[src/rxbs_params.svh]
// Named constants for the receive bit synchroniser: offsets, fields, divider codes, counts
`ifndef RXBS_PARAMS_SVH
`define RXBS_PARAMS_SVH

// Register bus geometry
`define RXBS_AW 8
`define RXBS_DW 32

// Register byte offsets
`define RXBS_OFS_CFG_A 8'h00
`define RXBS_OFS_CFG_C 8'h04
`define RXBS_OFS_CFG_E 8'h08
`define RXBS_OFS_RATE 8'h0C
`define RXBS_OFS_STAT 8'h10
`define RXBS_OFS_MASK 8'h14
`define RXBS_OFS_STATE 8'h18

// Word A, C and E field positions
`define RXBS_A_POL_BIT 4
`define RXBS_C_CLR_BIT 5
`define RXBS_E_MODE_HI 15
`define RXBS_E_MODE_LO 14
`define RXBS_E_TXCAP_BIT 13
`define RXBS_E_PAIR_BIT 12
`define RXBS_E_TLEN_HI 11
`define RXBS_E_TLEN_LO 7

// Rate register field positions
`define RXBS_RATE_D1_HI 1
`define RXBS_RATE_D1_LO 0
`define RXBS_RATE_D2_HI 4
`define RXBS_RATE_D2_LO 2
`define RXBS_RATE_D3_BIT 5

// First divider values per code, third divider values
`define RXBS_D1_VAL0 4'h1
`define RXBS_D1_VAL1 4'h5
`define RXBS_D1_VAL2 4'h6
`define RXBS_D1_VAL3 4'h8
`define RXBS_D3_SHORT 5'h0F
`define RXBS_D3_LONG 5'h10

// Deglitch vote
`define RXBS_DG_TAPS 7
`define RXBS_DG_HIGH 3'h5
`define RXBS_DG_LOW 3'h2

// Training length offset and silence limit in bit periods
`define RXBS_TB_EXTRA 7'h02
`define RXBS_TCNT_MAX 7'h7F
`define RXBS_SILENCE_BITS 6'h20

// Status bits
`define RXBS_EV_W 3
`define RXBS_EV_TRAIN 0
`define RXBS_EV_LOCK 1
`define RXBS_EV_LOSS 2

`endif

[src/rxbs_pkg.sv]
// Types shared by the receive bit synchroniser modules
`include "rxbs_params.svh"
package rxbs_pkg;

   typedef enum logic [1:0] {
      RXBS_M_RAW = 2'h0,
      RXBS_M_DGL = 2'h1,
      RXBS_M_REC = 2'h2,
      RXBS_M_TRN = 2'h3
   } rxbs_mode_t;

   typedef enum logic [1:0] {
      RXBS_SY_HUNT = 2'b01,
      RXBS_SY_LOCK = 2'b10
   } rxbs_sync_t;

   typedef struct packed {
      logic wr;
      logic rd;
      logic [`RXBS_AW-1:0] addr;
      logic [`RXBS_DW-1:0] wdata;
   } rxbs_bus_t;

   typedef struct packed {
      logic rx_data;
      logic recovered_bit_clock;
      logic training_end_flag;
      logic tx_data_out;
   } rxbs_pins_t;

   typedef struct packed {
      logic polarity_invert;
      logic tx_capture;
      logic paired_pattern;
      logic [4:0] training_length_count;
      rxbs_mode_t receive_mode_select;
      logic [1:0] rate_divider_first;
      logic [2:0] rate_divider_second;
      logic rate_divider_third;
   } rxbs_cfg_t;

   typedef struct packed {
      logic [`RXBS_DG_TAPS-1:0] hist;
      logic out;
   } rxbs_dg_st_t;

   typedef struct packed {
      rxbs_cfg_t cfg;
      logic [`RXBS_EV_W-1:0] stat;
      logic [`RXBS_EV_W-1:0] mask;
      logic irq;
      logic [`RXBS_DW-1:0] rdata;
      logic [1:0] slc_sync;
      logic [1:0] txd_sync;
      logic [9:0] pre_cnt;
      logic [4:0] phase;
      logic dg_prev;
      rxbs_sync_t sync;
      logic [5:0] quiet;
      logic [6:0] tcnt;
      logic [1:0] hist;
      logic done;
      logic flag;
      logic bclk;
      logic rxd;
      logic txd;
      logic clr_pend;
   } rxbs_st_t;

endpackage : rxbs_pkg

[src/rxbs_deglitch.sv]
// Seven-sample majority deglitch filter with hold band
`timescale 1ns/1ps
`include "rxbs_params.svh"
module rxbs_deglitch
   import rxbs_pkg::*;
(
   input wire logic core_clk, // Master clock
   input wire logic rst, // Asynchronous reset, active high
   input wire logic tick, // Oversampling strobe
   input wire logic din, // Synchronised slicer level
   output logic dout // Filtered level, from a flop
);

   rxbs_dg_st_t q;
   rxbs_dg_st_t n;

   // Number of high samples in a window
   function automatic logic [2:0] rxbs_ones(input logic [`RXBS_DG_TAPS-1:0] v);
      logic [2:0] c;
      c = '0;
      for (int i = 0; i < `RXBS_DG_TAPS; i++) begin
         c = c + {2'b00, v[i]};
      end
      return c;
   endfunction : rxbs_ones

   logic [`RXBS_DG_TAPS-1:0] win;
   logic [2:0] ones;
   assign win = {q.hist[`RXBS_DG_TAPS-2:0], din};
   assign ones = rxbs_ones(win);

   // Vote only on sample strobes; between thresholds the old level holds
   always_comb begin
      n = q;
      if (tick) begin
         n.hist = win;
         if (ones >= `RXBS_DG_HIGH) begin
            n.out = 1'b1;
         end else if (ones <= `RXBS_DG_LOW) begin
            n.out = 1'b0;
         end
      end
   end

   // History and output start cleared
   always_ff @(posedge core_clk or posedge rst) begin
      if (rst) begin
         q <= '0;
      end else begin
         q <= n;
      end
   end

   assign dout = q.out;

   high_vote_a: assert property (
      @(posedge core_clk) disable iff (rst) (tick && ones >= `RXBS_DG_HIGH) |=> dout)
      else $error("deglitch did not go high on five of seven");
   low_vote_a: assert property (
      @(posedge core_clk) disable iff (rst) (tick && ones <= `RXBS_DG_LOW) |=> !dout)
      else $error("deglitch did not go low on two of seven");
   hold_band_a: assert property (
      @(posedge core_clk) disable iff (rst)
      (!tick || (ones > `RXBS_DG_LOW && ones < `RXBS_DG_HIGH)) |=> $stable(dout))
      else $error("deglitch output moved inside hold band");

endmodule : rxbs_deglitch

[src/rxbs_top.sv]
// Receive data recovery: raw, deglitch, clock recovery and training end detection
//
// The register addresses and the strobed register port were decided locally.
`timescale 1ns/1ps
`include "rxbs_params.svh"
// Functional notes
// - Bit clock is crystal over all three dividers
// - Dividers: 1/5/6/8, powers of two, 15/16
// - Two-bit mode field selects four modes
// - Raw: slicer passes, clock and flag low
// - Deglitch samples at crystal over first two
// - Five of seven high, two low, else hold
// - Deglitch: filter clock out, flag held low
// - Recovery aligns bit clock to data edges
// - Data changes on bit clock falling edge
// - Bit clock low until first data edge
// - Rising edge sits at bit centre
// - Pattern bit picks single or paired alternation
// - Self train pulses flag one bit period
// - Minimum training is four length plus pattern plus two
// - Sync logic self clears or clears on demand
// - Transmit capture aligns data to falling edge
// - Polarity bit inverts received data
module rxbs_top
   import rxbs_pkg::*;
(
   input wire logic core_clk, // Crystal master clock, 200 MHz
   input wire logic rst, // Asynchronous reset, active high
   input wire rxbs_bus_t bus, // Register request
   output logic [`RXBS_DW-1:0] rdata, // Read data, cycle after read strobe
   input wire logic slicer_in, // Data slicer comparator pin
   input wire logic transmit_data_in, // Transmit data pin from host
   output rxbs_pins_t pins, // Received data, bit clock, flag, transmit data
   output logic irq // Level interrupt
);

   rxbs_st_t q;
   rxbs_st_t n;

   logic dg;
   logic tick;
   logic edge_seen;
   logic recov;
   logic [3:0] d1v;
   logic [10:0] prod;
   logic [10:0] pm_w;
   logic [9:0] pre_max;
   logic [9:0] half_pre;
   logic [4:0] d3v;
   logic [4:0] d3m1;
   logic [4:0] half_ph;
   logic [6:0] tbmin;

   // First divider decode
   always_comb begin
      unique case (q.cfg.rate_divider_first)
         2'h0: d1v = `RXBS_D1_VAL0;
         2'h1: d1v = `RXBS_D1_VAL1;
         2'h2: d1v = `RXBS_D1_VAL2;
         2'h3: d1v = `RXBS_D1_VAL3;
      endcase
   end

   // Sample prescaler spans the first two dividers; the third counts samples per bit
   assign prod = {7'h00, d1v} << q.cfg.rate_divider_second;
   assign pm_w = prod - 11'h001;
   assign pre_max = pm_w[9:0];
   assign half_pre = prod[10:1];
   assign d3v = q.cfg.rate_divider_third ? `RXBS_D3_LONG : `RXBS_D3_SHORT;
   assign d3m1 = d3v - 5'h01;
   assign half_ph = {1'b0, d3v[4:1]};
   // Compare with >= so a rate change that shrinks the span cannot strand the count
   assign tick = (q.pre_cnt >= pre_max);
   assign edge_seen = (dg != q.dg_prev);
   assign recov = (q.cfg.receive_mode_select == RXBS_M_REC) || (q.cfg.receive_mode_select == RXBS_M_TRN);
   assign tbmin = {q.cfg.training_length_count, 2'b00} + {6'h00, q.cfg.paired_pattern} + `RXBS_TB_EXTRA;

   // Filter runs in every mode so switching modes does not start from stale history
   rxbs_deglitch u_dg (
      .core_clk(core_clk),
      .rst(rst),
      .tick(tick),
      .din(q.slc_sync[1]),
      .dout(dg)
   );

   logic [`RXBS_EV_W-1:0] ev;
   logic [`RXBS_EV_W-1:0] wclr;
   logic [`RXBS_DW-1:0] rd_v;
   logic bnd;
   logic cent;
   logic match;
   logic fall;

   // Next-state logic for the whole block
   always_comb begin
      n = q;
      ev = '0;
      wclr = '0;
      rd_v = '0;
      bnd = 1'b0;
      cent = 1'b0;
      match = 1'b0;
      fall = 1'b0;
      // Pins cross into the clock domain through two flops
      n.slc_sync = {q.slc_sync[0], slicer_in};
      n.txd_sync = {q.txd_sync[0], transmit_data_in};
      n.clr_pend = 1'b0;
      n.dg_prev = dg;
      n.rdata = '0;

      // Register writes
      if (bus.wr) begin
         case (bus.addr)
            `RXBS_OFS_CFG_A: n.cfg.polarity_invert = bus.wdata[`RXBS_A_POL_BIT];
            `RXBS_OFS_CFG_C: n.clr_pend = bus.wdata[`RXBS_C_CLR_BIT];
            `RXBS_OFS_CFG_E: begin
               n.cfg.receive_mode_select = rxbs_mode_t'(bus.wdata[`RXBS_E_MODE_HI:`RXBS_E_MODE_LO]);
               n.cfg.tx_capture = bus.wdata[`RXBS_E_TXCAP_BIT];
               n.cfg.paired_pattern = bus.wdata[`RXBS_E_PAIR_BIT];
               n.cfg.training_length_count = bus.wdata[`RXBS_E_TLEN_HI:`RXBS_E_TLEN_LO];
            end
            `RXBS_OFS_RATE: begin
               n.cfg.rate_divider_first = bus.wdata[`RXBS_RATE_D1_HI:`RXBS_RATE_D1_LO];
               n.cfg.rate_divider_second = bus.wdata[`RXBS_RATE_D2_HI:`RXBS_RATE_D2_LO];
               n.cfg.rate_divider_third = bus.wdata[`RXBS_RATE_D3_BIT];
            end
            `RXBS_OFS_STAT: wclr = bus.wdata[`RXBS_EV_W-1:0];
            `RXBS_OFS_MASK: n.mask = bus.wdata[`RXBS_EV_W-1:0];
            default: ;
         endcase
      end

      // Register reads; unmapped offsets and the sync clear bit read zero
      if (bus.rd) begin
         case (bus.addr)
            `RXBS_OFS_CFG_A: rd_v[`RXBS_A_POL_BIT] = q.cfg.polarity_invert;
            `RXBS_OFS_CFG_E: begin
               rd_v[`RXBS_E_MODE_HI:`RXBS_E_MODE_LO] = q.cfg.receive_mode_select;
               rd_v[`RXBS_E_TXCAP_BIT] = q.cfg.tx_capture;
               rd_v[`RXBS_E_PAIR_BIT] = q.cfg.paired_pattern;
               rd_v[`RXBS_E_TLEN_HI:`RXBS_E_TLEN_LO] = q.cfg.training_length_count;
            end
            `RXBS_OFS_RATE: begin
               rd_v[`RXBS_RATE_D1_HI:`RXBS_RATE_D1_LO] = q.cfg.rate_divider_first;
               rd_v[`RXBS_RATE_D2_HI:`RXBS_RATE_D2_LO] = q.cfg.rate_divider_second;
               rd_v[`RXBS_RATE_D3_BIT] = q.cfg.rate_divider_third;
            end
            `RXBS_OFS_STAT: rd_v[`RXBS_EV_W-1:0] = q.stat;
            `RXBS_OFS_MASK: rd_v[`RXBS_EV_W-1:0] = q.mask;
            `RXBS_OFS_STATE: rd_v = {16'h0000, q.tcnt, q.done, q.flag, q.bclk, q.rxd, q.sync, 3'h0};
            default: ;
         endcase
         n.rdata = rd_v;
      end

      // Sample prescaler
      n.pre_cnt = tick ? 10'h000 : q.pre_cnt + 10'h001;

      // Bit phase tracking; a clear outranks a data edge in the same cycle
      if (!recov || q.clr_pend) begin
         n.sync = RXBS_SY_HUNT;
         n.phase = '0;
         n.quiet = '0;
         n.tcnt = '0;
         n.hist = '0;
         n.done = 1'b0;
         n.flag = 1'b0;
      end else if (edge_seen) begin
         if (q.sync == RXBS_SY_HUNT) begin
            ev[`RXBS_EV_LOCK] = 1'b1;
         end
         n.sync = RXBS_SY_LOCK;
         n.phase = '0;
         n.quiet = '0;
         bnd = 1'b1;
      end else if (tick && q.sync == RXBS_SY_LOCK) begin
         if (q.phase >= d3m1) begin
            n.phase = '0;
            bnd = 1'b1;
            // A run longer than the sender may produce means the link is gone
            if (q.quiet == `RXBS_SILENCE_BITS - 6'h01) begin
               ev[`RXBS_EV_LOSS] = 1'b1;
               n.sync = RXBS_SY_HUNT;
               n.quiet = '0;
               n.tcnt = '0;
               n.hist = '0;
               n.done = 1'b0;
               n.flag = 1'b0;
            end else begin
               n.quiet = q.quiet + 6'h01;
            end
         end else begin
            n.phase = q.phase + 5'h01;
            cent = ((q.phase + 5'h01) == half_ph);
         end
      end

      // Training recognition, evaluated on the bit at each centre
      if (cent) begin
         n.flag = 1'b0;
         if (q.cfg.paired_pattern) begin
            match = (q.tcnt < 7'h02) || (q.rxd != q.hist[1]);
         end else begin
            match = (q.tcnt < 7'h01) || (q.rxd != q.hist[0]);
         end
         n.hist = {q.hist[0], q.rxd};
         if (match) begin
            if (q.tcnt != `RXBS_TCNT_MAX) begin
               n.tcnt = q.tcnt + 7'h01;
            end
         end else begin
            if (q.cfg.receive_mode_select == RXBS_M_TRN && !q.done && q.tcnt >= tbmin) begin
               n.flag = 1'b1;
               n.done = 1'b1;
               ev[`RXBS_EV_TRAIN] = 1'b1;
            end
            n.tcnt = 7'h01;
         end
      end
      if (q.cfg.receive_mode_select != RXBS_M_TRN) begin
         n.flag = 1'b0;
      end

      // Per-mode data and clock outputs; inversion applied before the output flop
      unique case (q.cfg.receive_mode_select)
         RXBS_M_RAW: begin
            n.rxd = q.slc_sync[1] ^ q.cfg.polarity_invert;
            n.bclk = 1'b0;
         end
         RXBS_M_DGL: begin
            n.rxd = dg ^ q.cfg.polarity_invert;
            n.bclk = (n.pre_cnt < half_pre);
         end
         RXBS_M_REC, RXBS_M_TRN: begin
            if (bnd) begin
               n.rxd = dg ^ q.cfg.polarity_invert;
            end
            if (n.sync == RXBS_SY_HUNT || bnd) begin
               n.bclk = 1'b0;
            end else if (cent) begin
               n.bclk = 1'b1;
            end
         end
      endcase

      // Transmit capture retimes the host data to the bit clock falling edge
      fall = q.bclk && !n.bclk;
      if (q.cfg.tx_capture) begin
         if (fall) begin
            n.txd = q.txd_sync[1];
         end
      end else begin
         n.txd = q.txd_sync[1];
      end

      // Sticky status: a new event wins over a clear in the same cycle
      n.stat = (q.stat & ~wclr) | ev;
      n.irq = |(n.stat & n.mask);
   end

   // All state, cleared asynchronously except sync, which loads hunt
   always_ff @(posedge core_clk or posedge rst) begin
      if (rst) begin
         q <= '0;
         q.sync <= RXBS_SY_HUNT;
      end else begin
         q <= n;
      end
   end

   assign rdata = q.rdata;
   assign irq = q.irq;
   assign pins.rx_data = q.rxd;
   assign pins.recovered_bit_clock = q.bclk;
   assign pins.training_end_flag = q.flag;
   assign pins.tx_data_out = q.txd;

   raw_quiet_a: assert property (
      @(posedge core_clk) disable iff (rst)
      (q.cfg.receive_mode_select == RXBS_M_RAW) |=> (!q.bclk && !q.flag))
      else $error("raw mode drove clock or flag");
   raw_data_a: assert property (
      @(posedge core_clk) disable iff (rst)
      (q.cfg.receive_mode_select == RXBS_M_RAW) |=> (q.rxd == ($past(q.slc_sync[1]) ^ $past(q.cfg.polarity_invert))))
      else $error("raw data not passed with polarity");
   flag_mode_a: assert property (
      @(posedge core_clk) disable iff (rst)
      (q.cfg.receive_mode_select != RXBS_M_TRN) |=> !q.flag)
      else $error("flag high outside self train");
   hunt_low_a: assert property (
      @(posedge core_clk) disable iff (rst)
      (recov && n.sync == RXBS_SY_HUNT) |=> !q.bclk)
      else $error("bit clock ran before first edge");
   data_on_fall_a: assert property (
      @(posedge core_clk) disable iff (rst)
      ($past(recov) && recov && $stable(q.cfg.polarity_invert) && $changed(q.rxd)) |-> !q.bclk)
      else $error("recovered data changed while bit clock high");
   centre_rise_a: assert property (
      @(posedge core_clk) disable iff (rst)
      ($past(recov) && $rose(q.bclk)) |-> (q.phase == $past(half_ph)))
      else $error("bit clock rose away from bit centre");
   flag_with_clock_a: assert property (
      @(posedge core_clk) disable iff (rst)
      $rose(q.flag) |-> ($rose(q.bclk) && $past(q.tcnt) >= $past(tbmin)))
      else $error("flag rose off clock edge or too early");
   sync_clear_a: assert property (
      @(posedge core_clk) disable iff (rst)
      (recov && bus.wr && bus.addr == `RXBS_OFS_CFG_C && bus.wdata[`RXBS_C_CLR_BIT])
      |=> ##1 (q.sync == RXBS_SY_HUNT && q.tcnt == 7'h00 && !q.flag && !q.bclk))
      else $error("sync clear did not reset recovery");
   set_wins_a: assert property (
      @(posedge core_clk) disable iff (rst)
      (ev[`RXBS_EV_TRAIN] && wclr[`RXBS_EV_TRAIN]) |=> q.stat[`RXBS_EV_TRAIN])
      else $error("status clear beat a new event");

   lock_c: cover property (@(posedge core_clk) disable iff (rst) ev[`RXBS_EV_LOCK]);
   train_end_c: cover property (@(posedge core_clk) disable iff (rst) $rose(q.flag));
   loss_c: cover property (@(posedge core_clk) disable iff (rst) ev[`RXBS_EV_LOSS]);
   deglitch_clk_c: cover property (@(posedge core_clk) disable iff (rst)
      (q.cfg.receive_mode_select == RXBS_M_DGL) && $rose(q.bclk));

endmodule : rxbs_top

[config.mk]
export PLATFORM = sky130hd
export DESIGN_NAME = rxbs_top
export DESIGN_NICKNAME = d
export VERILOG_FILES = /design/src/rxbs_pkg.sv /design/src/rxbs_deglitch.sv /design/src/rxbs_top.sv
export VERILOG_INCLUDE_DIRS = /design/src
export SDC_FILE = /design/constraint.sdc
export NUM_CORES = 1
export LEC_CHECK = 0
export ABC_AREA = 1
export BUFFER_PORTS_ARGS = -buffer_cell sky130_fd_sc_hd__clkbuf_2
export CORE_MARGIN = 2
export CORE_UTILIZATION = 60
export CTS_CLUSTER_SIZE = 10
export DETAILED_ROUTE_END_ITERATION = 8
export PLACE_DENSITY = 0.8
export SYNTH_ARGS = -nofsm -noshare
export SYNTH_HDL_FRONTEND = slang
export SYNTH_SLANG_ARGS = --single-unit
[constraint.sdc]
create_clock -name core_clk -period 9 [get_ports core_clk]
set_clock_uncertainty 0.2 [all_clocks]
set_input_delay 1.35 -clock core_clk [delete_from_list [all_inputs] [get_ports core_clk]]
set_output_delay 1.35 -clock core_clk [all_outputs]
set_load 0.05 [all_outputs]
==> results of run 1 <==
[stage by stage]
step	cells	hold slack, ns	total power [mW]	util
final	798	0.151	0.954	0.663
after global routing	798	0.163	1.01	0.663
after CTS	798	0.155	0.963	0.663
after detailed placement	782	0.136	0.669	0.639
after global placement	782	0.135	0.657	0.639
after floorplan	666	0.131	0.622	-
[worst min-delay path by stage]
| stage | from | end | cells past startpoint |
|---|---|---|---|
| after CTS | n[42] | q[42] | 0 |
| after global routing | n[40] | q[40] | 0 |
| after floorplan | n[40] | q[40] | 0 |
| after global placement | n[40] | q[40] | 0 |
| after detailed placement | n[42] | q[42] | 0 |
| final | n[42] | q[42] | 0 |
[layout by cell type, fill, tap and decap left out, types with 5 or more instances in the layout]
cell | Yosys | layout
clkbuf_2 | 0 | 49
xnor2_1 | 6 | 6
nor3b_1 | 7 | 7
o21ai_0 | 29 | 29
conb_1 | 1 | 16
nor3_1 | 9 | 9
xor2_1 | 10 | 10
o22ai_1 | 9 | 9
o32ai_1 | 10 | 10
clkbuf_8 | 0 | 9
nand3_2 | 6 | 6
inv_1 | 92 | 91
nor2_1 | 44 | 44
dfrtp_1 | 88 | 88
ha_1 | 35 | 35
o21ai_1 | 9 | 9
nand2_2 | 5 | 5
a21oi_1 | 30 | 30
nand3_1 | 37 | 37
nand4_1 | 10 | 10
nand2_1 | 115 | 115
[routing by layer]
metal / up-vias / GRT usage / wire length (um)
met3: 20 / 0.0379 / 676
met4: 0 / 0.0695 / 195
li1: 2176 / - / -
met5: - / 0 / 0
met1: 2146 / 0.350 / 5160
met2: 156 / 0.405 / 5760
[registers in the layout, summed over array words and instances, names as in the netlist]
register,count
q,59
rdata,16
u_dg.q,6
pins,4
n,2
irq,1
u_dg.dout,1
[cells in the mapped netlist, types with 2 or more instances]
cell / count
nand4_1: 10
inv_1: 92
clkbuf_1: 4
and3_1: 2
inv_2: 4
fa_1: 4
nor2_4: 2
nand3_1: 37
dfrtp_1: 88
nand2_2: 5
buf_4: 36
a21oi_1: 30
nand2_1: 115
nor2_2: 3
nor3b_1: 7
o22ai_1: 9
xor2_1: 10
xnor2_1: 6
o21ai_2: 4
o21bai_1: 3
o21a_1: 2
o41ai_1: 2
o211ai_1: 4
o221ai_1: 2
o21ai_0: 29
nor2_1: 44
o31ai_1: 2
o32ai_1: 10
nor3_1: 9
nand3_2: 6
ha_1: 35
nor3_2: 2
mux2_2: 3
o21ai_1: 9
buf_2: 2
[cell families after synthesis]
kind of cell               Yosys count  synth area share
xor gates and xnor gates            17            0.0286
and+or+nand+nor                    248             0.213
muxes                                4           0.00800
adders and majority gates           39            0.0946
other                                1          0.000685
buffers and inverters              141             0.122
AOI/OAI and AO/OA                  112             0.125
DFF                                 89             0.407
[final cells by class]
type / instances / area, um^2 / area share
tap: 108 / 135 / 0.0232
inverter: 99 / 377 / 0.0646
clock buffer: 9 / 124 / 0.0212
multi-input combinational: 436 / 2630 / 0.451
timing repair buffer: 50 / 253 / 0.0433
sequential: 89 / 2230 / 0.382
clock inverter: 7 / 83.8 / 0.0144
[where the power goes]
group          switching, mW  internal, mW  total (mW)  leakage (nW)
clock                  0.157         0.134       0.292         0.103
sequential            0.0205         0.424       0.445          1.12
combinational          0.144        0.0736       0.218          1.71
total                  0.322         0.632       0.954          2.94
==> flow_summary.toml, run 1 <==
[clock_tree]
cts_tree = "built"
clk_latency_ns = 0.36
cts.clk_slew.worst_paths_ns = 0.10
postCtsSetupBuffers = 0
cts_root_buf = "clkbuf_8"
postCtsHoldBufs = 0
cts_resized = 0
cts.htree.levels = 3
clockBufferDepth = 2
cts_made_buffers = 9
cts.sinks = 89

[worst_setup_path]
crit_start = "q[86]"
slowest_delay_ns = 0.46
slowest_stage = "nor3b_1"
path_delay_family = "simple AND/OR/NAND/NOR gates"
r2r_start = "q[86]"
crit_path_start_kind = "flip-flop"
path_class = "reg2reg"
rr_worst_depth = 28
critical_path.most_common_cell = "nand2_1"
worstSetupPathDepth = 28
path_max_fanout = 26
cp_data_arrival_time_ns = 5.12
cp.required_ns = 9.05
endpoint = "pins[0]"
critPathCaptureType = "flip-flop"
crit_buf_inv = 2
reg2reg_to = "pins[0]"
reg2reg_setup_slack_ns = 3.93

[yosys]
synth_edf_count = 0
yosys_warnings = 0
yosys.area.top_type = "dfrtp_1"
synthCells = 651
syn_area_mm2 = 0.00548
synth_seq_cells = 89
yosysUniqueCellTypes = 54
ys_seq_area_frac = 0.407
synthTopCellsByArea = "dfrtp_1 (40%), ha_1 (8.0%), nand2_1 (7.9%)"
yosysTopAreaCellShare = 0.402
synthArstFlopShare = 1.00
synth_ff_type = "dfrtp_1"
avgSynthCellArea_um2 = 8.41

[sta]
worst_slack_ns = 3.93
clock.fmax_mhz = 197
finalSetupViolations = 0
maxSlewViolCount = 0
tightest_slew_ns = 0.789
rsz0062_at_grt = "no"
setup_tns_ns = 0
max_slew_margin = 0.474
final_hold_viol_count = 0
min_period_ns = 5.07
fin_crit_sh = 0.563

[placed_design]
place_ws_ns = 3.99
gp_congestion = 0.871
io_buffer_count = 49
dp_hpwl_um = 9020
placed_area_mm2 = 0.00563

[pwr]
p_leak_nw = 2.94
ir_drop_mv = 0.0936
p_per_area_mw_per_mm2 = 164

[worst_hold_path]
hold_path_class = "reg2reg"

[final_layout]
syn2layout_area_growth_pct = 6.53
drive_gt1_frac = 0.154
antenna_cells = 0
fillers = 707
final_cell_area_mm2 = 0.00583
nets = 770

[die]
io_pins = 83
dieWidth_um = 99.5
start_util = 0.622
row_count = 34
dieArea_mm2 = 0.00991
core-area_mm2 = 0.00881
die_h_um = 99.5

[routing]
drt-initial-drc-count = 315
wire_per_inst_um = 14.8
via_per_inst = 5.64
drt-pass1-iter-count = 5
routed_wl_um = 11800
antenna_left = 0
drc_errors = 0
dr_total_vias = 4498

[global_routing]
grt_overflow = 0
grt_pass1_vias = 4329
track_usage = 0.249
antenna_found_initial = 0
grt_start_max_net_pins = 64
grt_pass1_wl_um = 20000

[job]
max-cap-violations = 0

[status]
outcome = "finished clean"
Power figures use the tool's default switching activity.
==> inputs of run 2 (changes only) <==
CORE_UTILIZATION = 52   (was 60)
PLACE_DENSITY = 0.74   (was 0.8)
clock period = 4.45 ns   (was 9 ns; I/O delays follow)
==> flow_summary.toml, run 2 (synthesis results as in run 1) <==
[status]
outcome = "finished clean"

[final_layout]
nets = 788
antenna_cells = 0
seq_area_mm2 = 0.00223
top_register = "q"
multiInputGateArea_mm2 = 0.00282
syn2layout_area_growth_pct = 13.5
layout_common_cells = "nand2_1 (111), dfrtp_1 (88), inv_1 (87)"
final_common_cell = "nand2_1"
finish.utilization = 0.605
drive_gt1_frac = 0.222
largest_reg_flops = 59
fillers = 867

[sta]
clock.fmax_mhz = 233
tightest_slew_ns = 0.700
min_period_ns = 4.29
fin_crit_sh = 0.963
maxSlewViolCount = 0
setup_tns_ns = 0
whs_ns = 0.0584
finalSetupViolations = 0
worst_slack_ns = 0.163
final_hold_viol_count = 0
max_slew_margin = 0.532

[pwr]
switching_share = 0.323
p_comb_frac = 0.254
clkPwrFrac = 0.306
p_per_area_mw_per_mm2 = 329
p_leak_nw = 3.06
ir_drop_mv = 0.158
p_sw_mw = 0.661
power_frac_seq = 0.440
internal_power_mw = 1.39

[worst_setup_path]
rr_worst_depth = 26
crit_path_start_kind = "flip-flop"
path_class = "reg2reg"
slowest_stage = "dfrtp_1"
reg2reg_to = "pins[0]"
path_max_fanout = 8
r2r_start = "q[87]"
slowest_delay_ns = 0.40
reg2reg_setup_slack_ns = 0.16
critical_path.most_common_cell = "nand2_1"
critPathCaptureType = "flip-flop"
endpoint = "pins[0]"
crit_start = "q[87]"
cp.required_ns = 4.52
cp_data_arrival_time_ns = 4.35

[die]
dieArea_mm2 = 0.0114
dieWidth_um = 107
start_util = 0.533
row_count = 37
core-area_mm2 = 0.0103
die_h_um = 107
io_pins = 83

[global_routing]
grt_overflow = 0
antenna_found_initial = 0
grt_pass1_wl_um = 20500
track_usage = 0.226
grt_pass1_vias = 4412
grt_start_max_net_pins = 42

[routing]
drt-pass1-iter-count = 6
routed_wl_um = 12500
dr_wl_met2_um = 6230
wl_met1_um = 5470
dr_total_vias = 4564
dr_wl_met3_um = 616
wire_per_inst_um = 14.8
drc_errors = 0
drt-initial-drc-count = 377
via_per_inst = 5.41
highest_layer = "met4"
antenna_left = 0

[placed_design]
place_ws_ns = -0.0817
gp_congestion = 0.932
io_buffer_count = 49
dp_hpwl_um = 9270

[clock_tree]
clockBufferDepth = 2
cts.sinks = 89
clk_latency_ns = 0.36
cts.clk_slew.worst_paths_ns = 0.09
cts_made_buffers = 9
cts.htree.levels = 3
cts_root_buf = "clkbuf_8"
postCtsHoldBufs = 0
cts_tree = "built"

[worst_hold_path]
hold_path_class = "in2async"

[job]
max-cap-violations = 0
-- run 2: per-layer routing --
metal / up-vias / global-route usage
li1: 2212 / -
met3: 18 / 0.0401
met2: 135 / 0.368
met4: 0 / 0.0807
met5: - / 0
met1: 2199 / 0.305
-- run 2: repair_timing --
item / CTS / global route
endpoints found under the setup margin: 1 / 20
gates resized for setup: 4 / 43
pin swaps: 1 / 19
buffers inserted: 0 / 8
-- run 2: layout make-up --
cell class,count,area share
clock buffer,12,0.0233
clock inverter,4,0.0125
inverter,99,0.0606
multi-input combinational,436,0.454
sequential,89,0.358
tap,136,0.0274
timing repair buffer,68,0.0642
-- run 2: how the worst min path moves through the flow --
stage,start,cells after the start,to,slack (ns)
finish,rst,2,u_dg.q[4],0.06
global route,rst,2,u_dg.q[4],0.08
CTS,rst,2,u_dg.dout,0.06
detailed placement,n[42],0,q[42],0.14
global placement,n[40],0,q[40],0.13
floorplan,n[40],0,q[40],0.13
-- run 2: power groups by stage --
stage | Clock, mW | Combinational [mW] | Sequential, mW
6_report | 0.625 | 0.521 | 0.900
4_1_cts | 0.635 | 0.457 | 0.899
3_3_place_gp | 0 | 0.426 | 0.913
3_5_place_dp | 0 | 0.444 | 0.915
5_1_grt | 0.670 | 0.584 | 0.906
2_1_floorplan | 0 | 0.351 | 0.907
-- run 2: metrics by stage --
step / cells / power [mW] / area [um^2]
finish: 844 / 2.05 / 6220
global route: 844 / 2.16 / 6220
CTS: 836 / 1.99 / 5980
detailed placement: 820 / 1.36 / 5740
global placement: 820 / 1.34 / 5740
floorplan: 666 / 1.26 / 5530
-- run 2: worst max-delay path, delay by kind of cell, from the launching register on --
| kind | cells | cell delay (ns) |
|---|---|---|
| buffers and inverters | 1 | 0.15 |
| AND/OR/NAND/NOR | 14 | 1.70 |
| XOR/XNOR | 1 | 0.16 |
| flip-flops | 1 | 0.40 |
| adder cells (fa/ha/maj) | 3 | 0.73 |
| AO/OA/AOI/OAI | 7 | 0.85 |
==> inputs of run 3 (changes only) <==
GPL_TIMING_DRIVEN = 0   (was unset)
SYNTH_HIERARCHICAL = 1   (was unset)
==> flow_summary.toml, run 3 <==
[status]
outcome = "finished, violations left"
violations = "negative setup slack"

[worst_setup_path]
crit_path_start_kind = "flip-flop"
r2r_start = "q[86]"
slowest_stage = "dfrtp_1"
cp.required_ns = 4.51
reg2reg_to = "pins[0]"
cp_data_arrival_time_ns = 4.69
path_delay_family = "simple AND/OR/NAND/NOR gates"
crit_buf_inv = 3
path_max_fanout = 8
reg2reg_setup_slack_ns = -0.18
worstSetupPathDepth = 29
slowest_delay_ns = 0.42
path_class = "reg2reg"
critPathCaptureType = "flip-flop"
critical_path.most_common_cell = "nand2_1"
rr_worst_depth = 29

[sta]
min_period_ns = 4.63
fin_crit_sh = 1.04
worst_slack_ns = -0.184
clock.fmax_mhz = 216
whs_ns = 0.0332
finalSetupViolations = 1
max_slew_margin = 0.553
rsz0062_at_grt = "yes"
setup_tns_ns = -0.184
final_hold_viol_count = 0
maxSlewViolCount = 0
tightest_slew_ns = 0.663

[routing]
antenna_left = 0
drt-initial-drc-count = 313
routed_wl_um = 12700
drt-pass1-iter-count = 5
via_per_inst = 5.17
drc_errors = 0
wire_per_inst_um = 14.0
dr_total_vias = 4677

[die]
dieWidth_um = 108
start_util = 0.539
dieArea_mm2 = 0.0116
die_h_um = 108
row_count = 37
io_pins = 83
core-area_mm2 = 0.0104

[placed_design]
io_buffer_count = 48
gp_congestion = 0.916
dp_hpwl_um = 9490
place_inst = 875

[yosys]
synthCells = 675
synth_ff_type = "dfrtp_1"
yosysUniqueCellTypes = 52
avgSynthCellArea_um2 = 8.28
yosys_warnings = 6
yosysTopAreaCellShare = 0.394
synthArstFlopShare = 1.00
synthTopCellsByArea = "dfrtp_1 (39%), nand2_1 (8.5%), ha_1 (7.8%)"
synth_edf_count = 0
ys_seq_area_frac = 0.399
synth_seq_cells = 89
yosys.area.top_type = "dfrtp_1"
yosysMostFrequentCell = "nand2_1"
syn_area_mm2 = 0.00559
synthTopCellsByCount = "nand2_1 (126), inv_1 (100), dfrtp_1 (88)"

[global_routing]
grt_start_max_net_pins = 52
grt_pass1_vias = 4415
track_usage = 0.225
gr-usage-met2 = 0.378
grt_use_met3 = 0.0303
antenna_found_initial = 0
grt_pass1_wl_um = 20400
busiest_layer = "met2"
grtUsageMet1 = 0.291
grt_overflow = 0

[clock_tree]
cts.htree.levels = 3
cts.sinks = 89
postCtsHoldBufs = 0
clk_latency_ns = 0.37
clockBufferDepth = 2
cts_tree = "built"
cts_made_buffers = 9
cts.clk_slew.worst_paths_ns = 0.08
cts_root_buf = "clkbuf_8"

[final_layout]
top_register = "q"
largest_reg_flops = 59
antenna_cells = 0
drive_gt1_frac = 0.255
final_common_cell = "nand2_1"
syn2layout_area_growth_pct = 16.4
stdcell_count = 905
layout_common_cells = "nand2_1 (122), inv_1 (95), dfrtp_1 (88)"
finish.utilization = 0.628
nets = 851

[pwr]
p_per_area_mw_per_mm2 = 406
power.total_mw = 2.64
p_leak_nw = 3.33
ir_drop_mv = 0.337

[worst_hold_path]
hold_path_class = "in2async"

[job]
max-cap-violations = 0
-- run 3: cell count changes in the layout (fill, tap and decap cells not counted), moves of 4 or more --
| cell | previous run | this run |
|---|---|---|
| o32ai_1 | 10 | 1 |
| a21oi_1 | 26 | 20 |
| nand2_1 | 111 | 122 |
| inv_1 | 87 | 95 |
| buf_4 | 17 | 54 |
| nor3_1 | 6 | 10 |
| o22ai_1 | 9 | 15 |
| nor2_1 | 39 | 46 |
| inv_2 | 8 | 12 |
-- run 3: layout make-up --
cell class | count | area (um^2)
Buffer | 44 | 339
Clock buffer | 10 | 138
Clock inverter | 4 | 28.8
Fill cell | 922 | 3860
Inverter | 109 | 414
Multi-Input combinational cell | 448 | 2810
Sequential cell | 89 | 2230
Tap cell | 136 | 170
Timing Repair Buffer | 65 | 388
-- run 3: layer usage --
metal  routed length [um]  share of wire  vias up
li1                     -              -     2312
met1                 5470           0.43     2208
met2                 6320           0.50      132
met3                  581          0.046       25
met4                  314          0.025        0
met5                    0              0        -
-- run 3: worst max path at each step --
stage | startpoint | to | slack [ns]
finish | q[86] | pins[0] | -0.18
global route | q[86] | pins[0] | -0.41
CTS | q[86] | pins[0] | 0.0009
floorplan | q[86] | pins[0] | 0.23
global placement | q[87] | pins[0] | -0.52
detailed placement | q[86] | pins[0] | -0.63
-- run 3: what timing repair did --
item,in CTS,in global routing
gates resized for setup,13,22
setup buffers,8,8
pin swaps,4,26
setup endpoints to repair,2,7
-- run 3: stage by stage --
stage / cell area (um^2) / setup WS [ns]
after detailed placement: 6090 / -0.632
after global routing: 6510 / -0.406
final: 6510 / -0.184
after CTS: 6370 / 0.000881
after floorplan: 5650 / 0.235
after global placement: 6060 / -0.523
-- run 3: cells by family (layout without fill, tap and decap cells) --
group,after synthesis,in the layout,synth area share
buffers and inverters,153,232,0.130
other,1,16,0.000671
adder cells (fa/ha/maj),39,39,0.0926
flip-flops,89,89,0.399
multiplexers,4,4,0.00761
AO/OA/AOI/OAI,102,102,0.113
XOR/XNOR,20,20,0.0327
AND/OR/NAND/NOR,267,267,0.225
-- run 3: report_power, final --
| part | switching, mW | internal [mW] | total [mW] |
|---|---|---|---|
| clock network | 0.284 | 0.213 | 0.497 |
| registers | 0.0715 | 0.899 | 0.971 |
| logic | 0.726 | 0.448 | 1.17 |
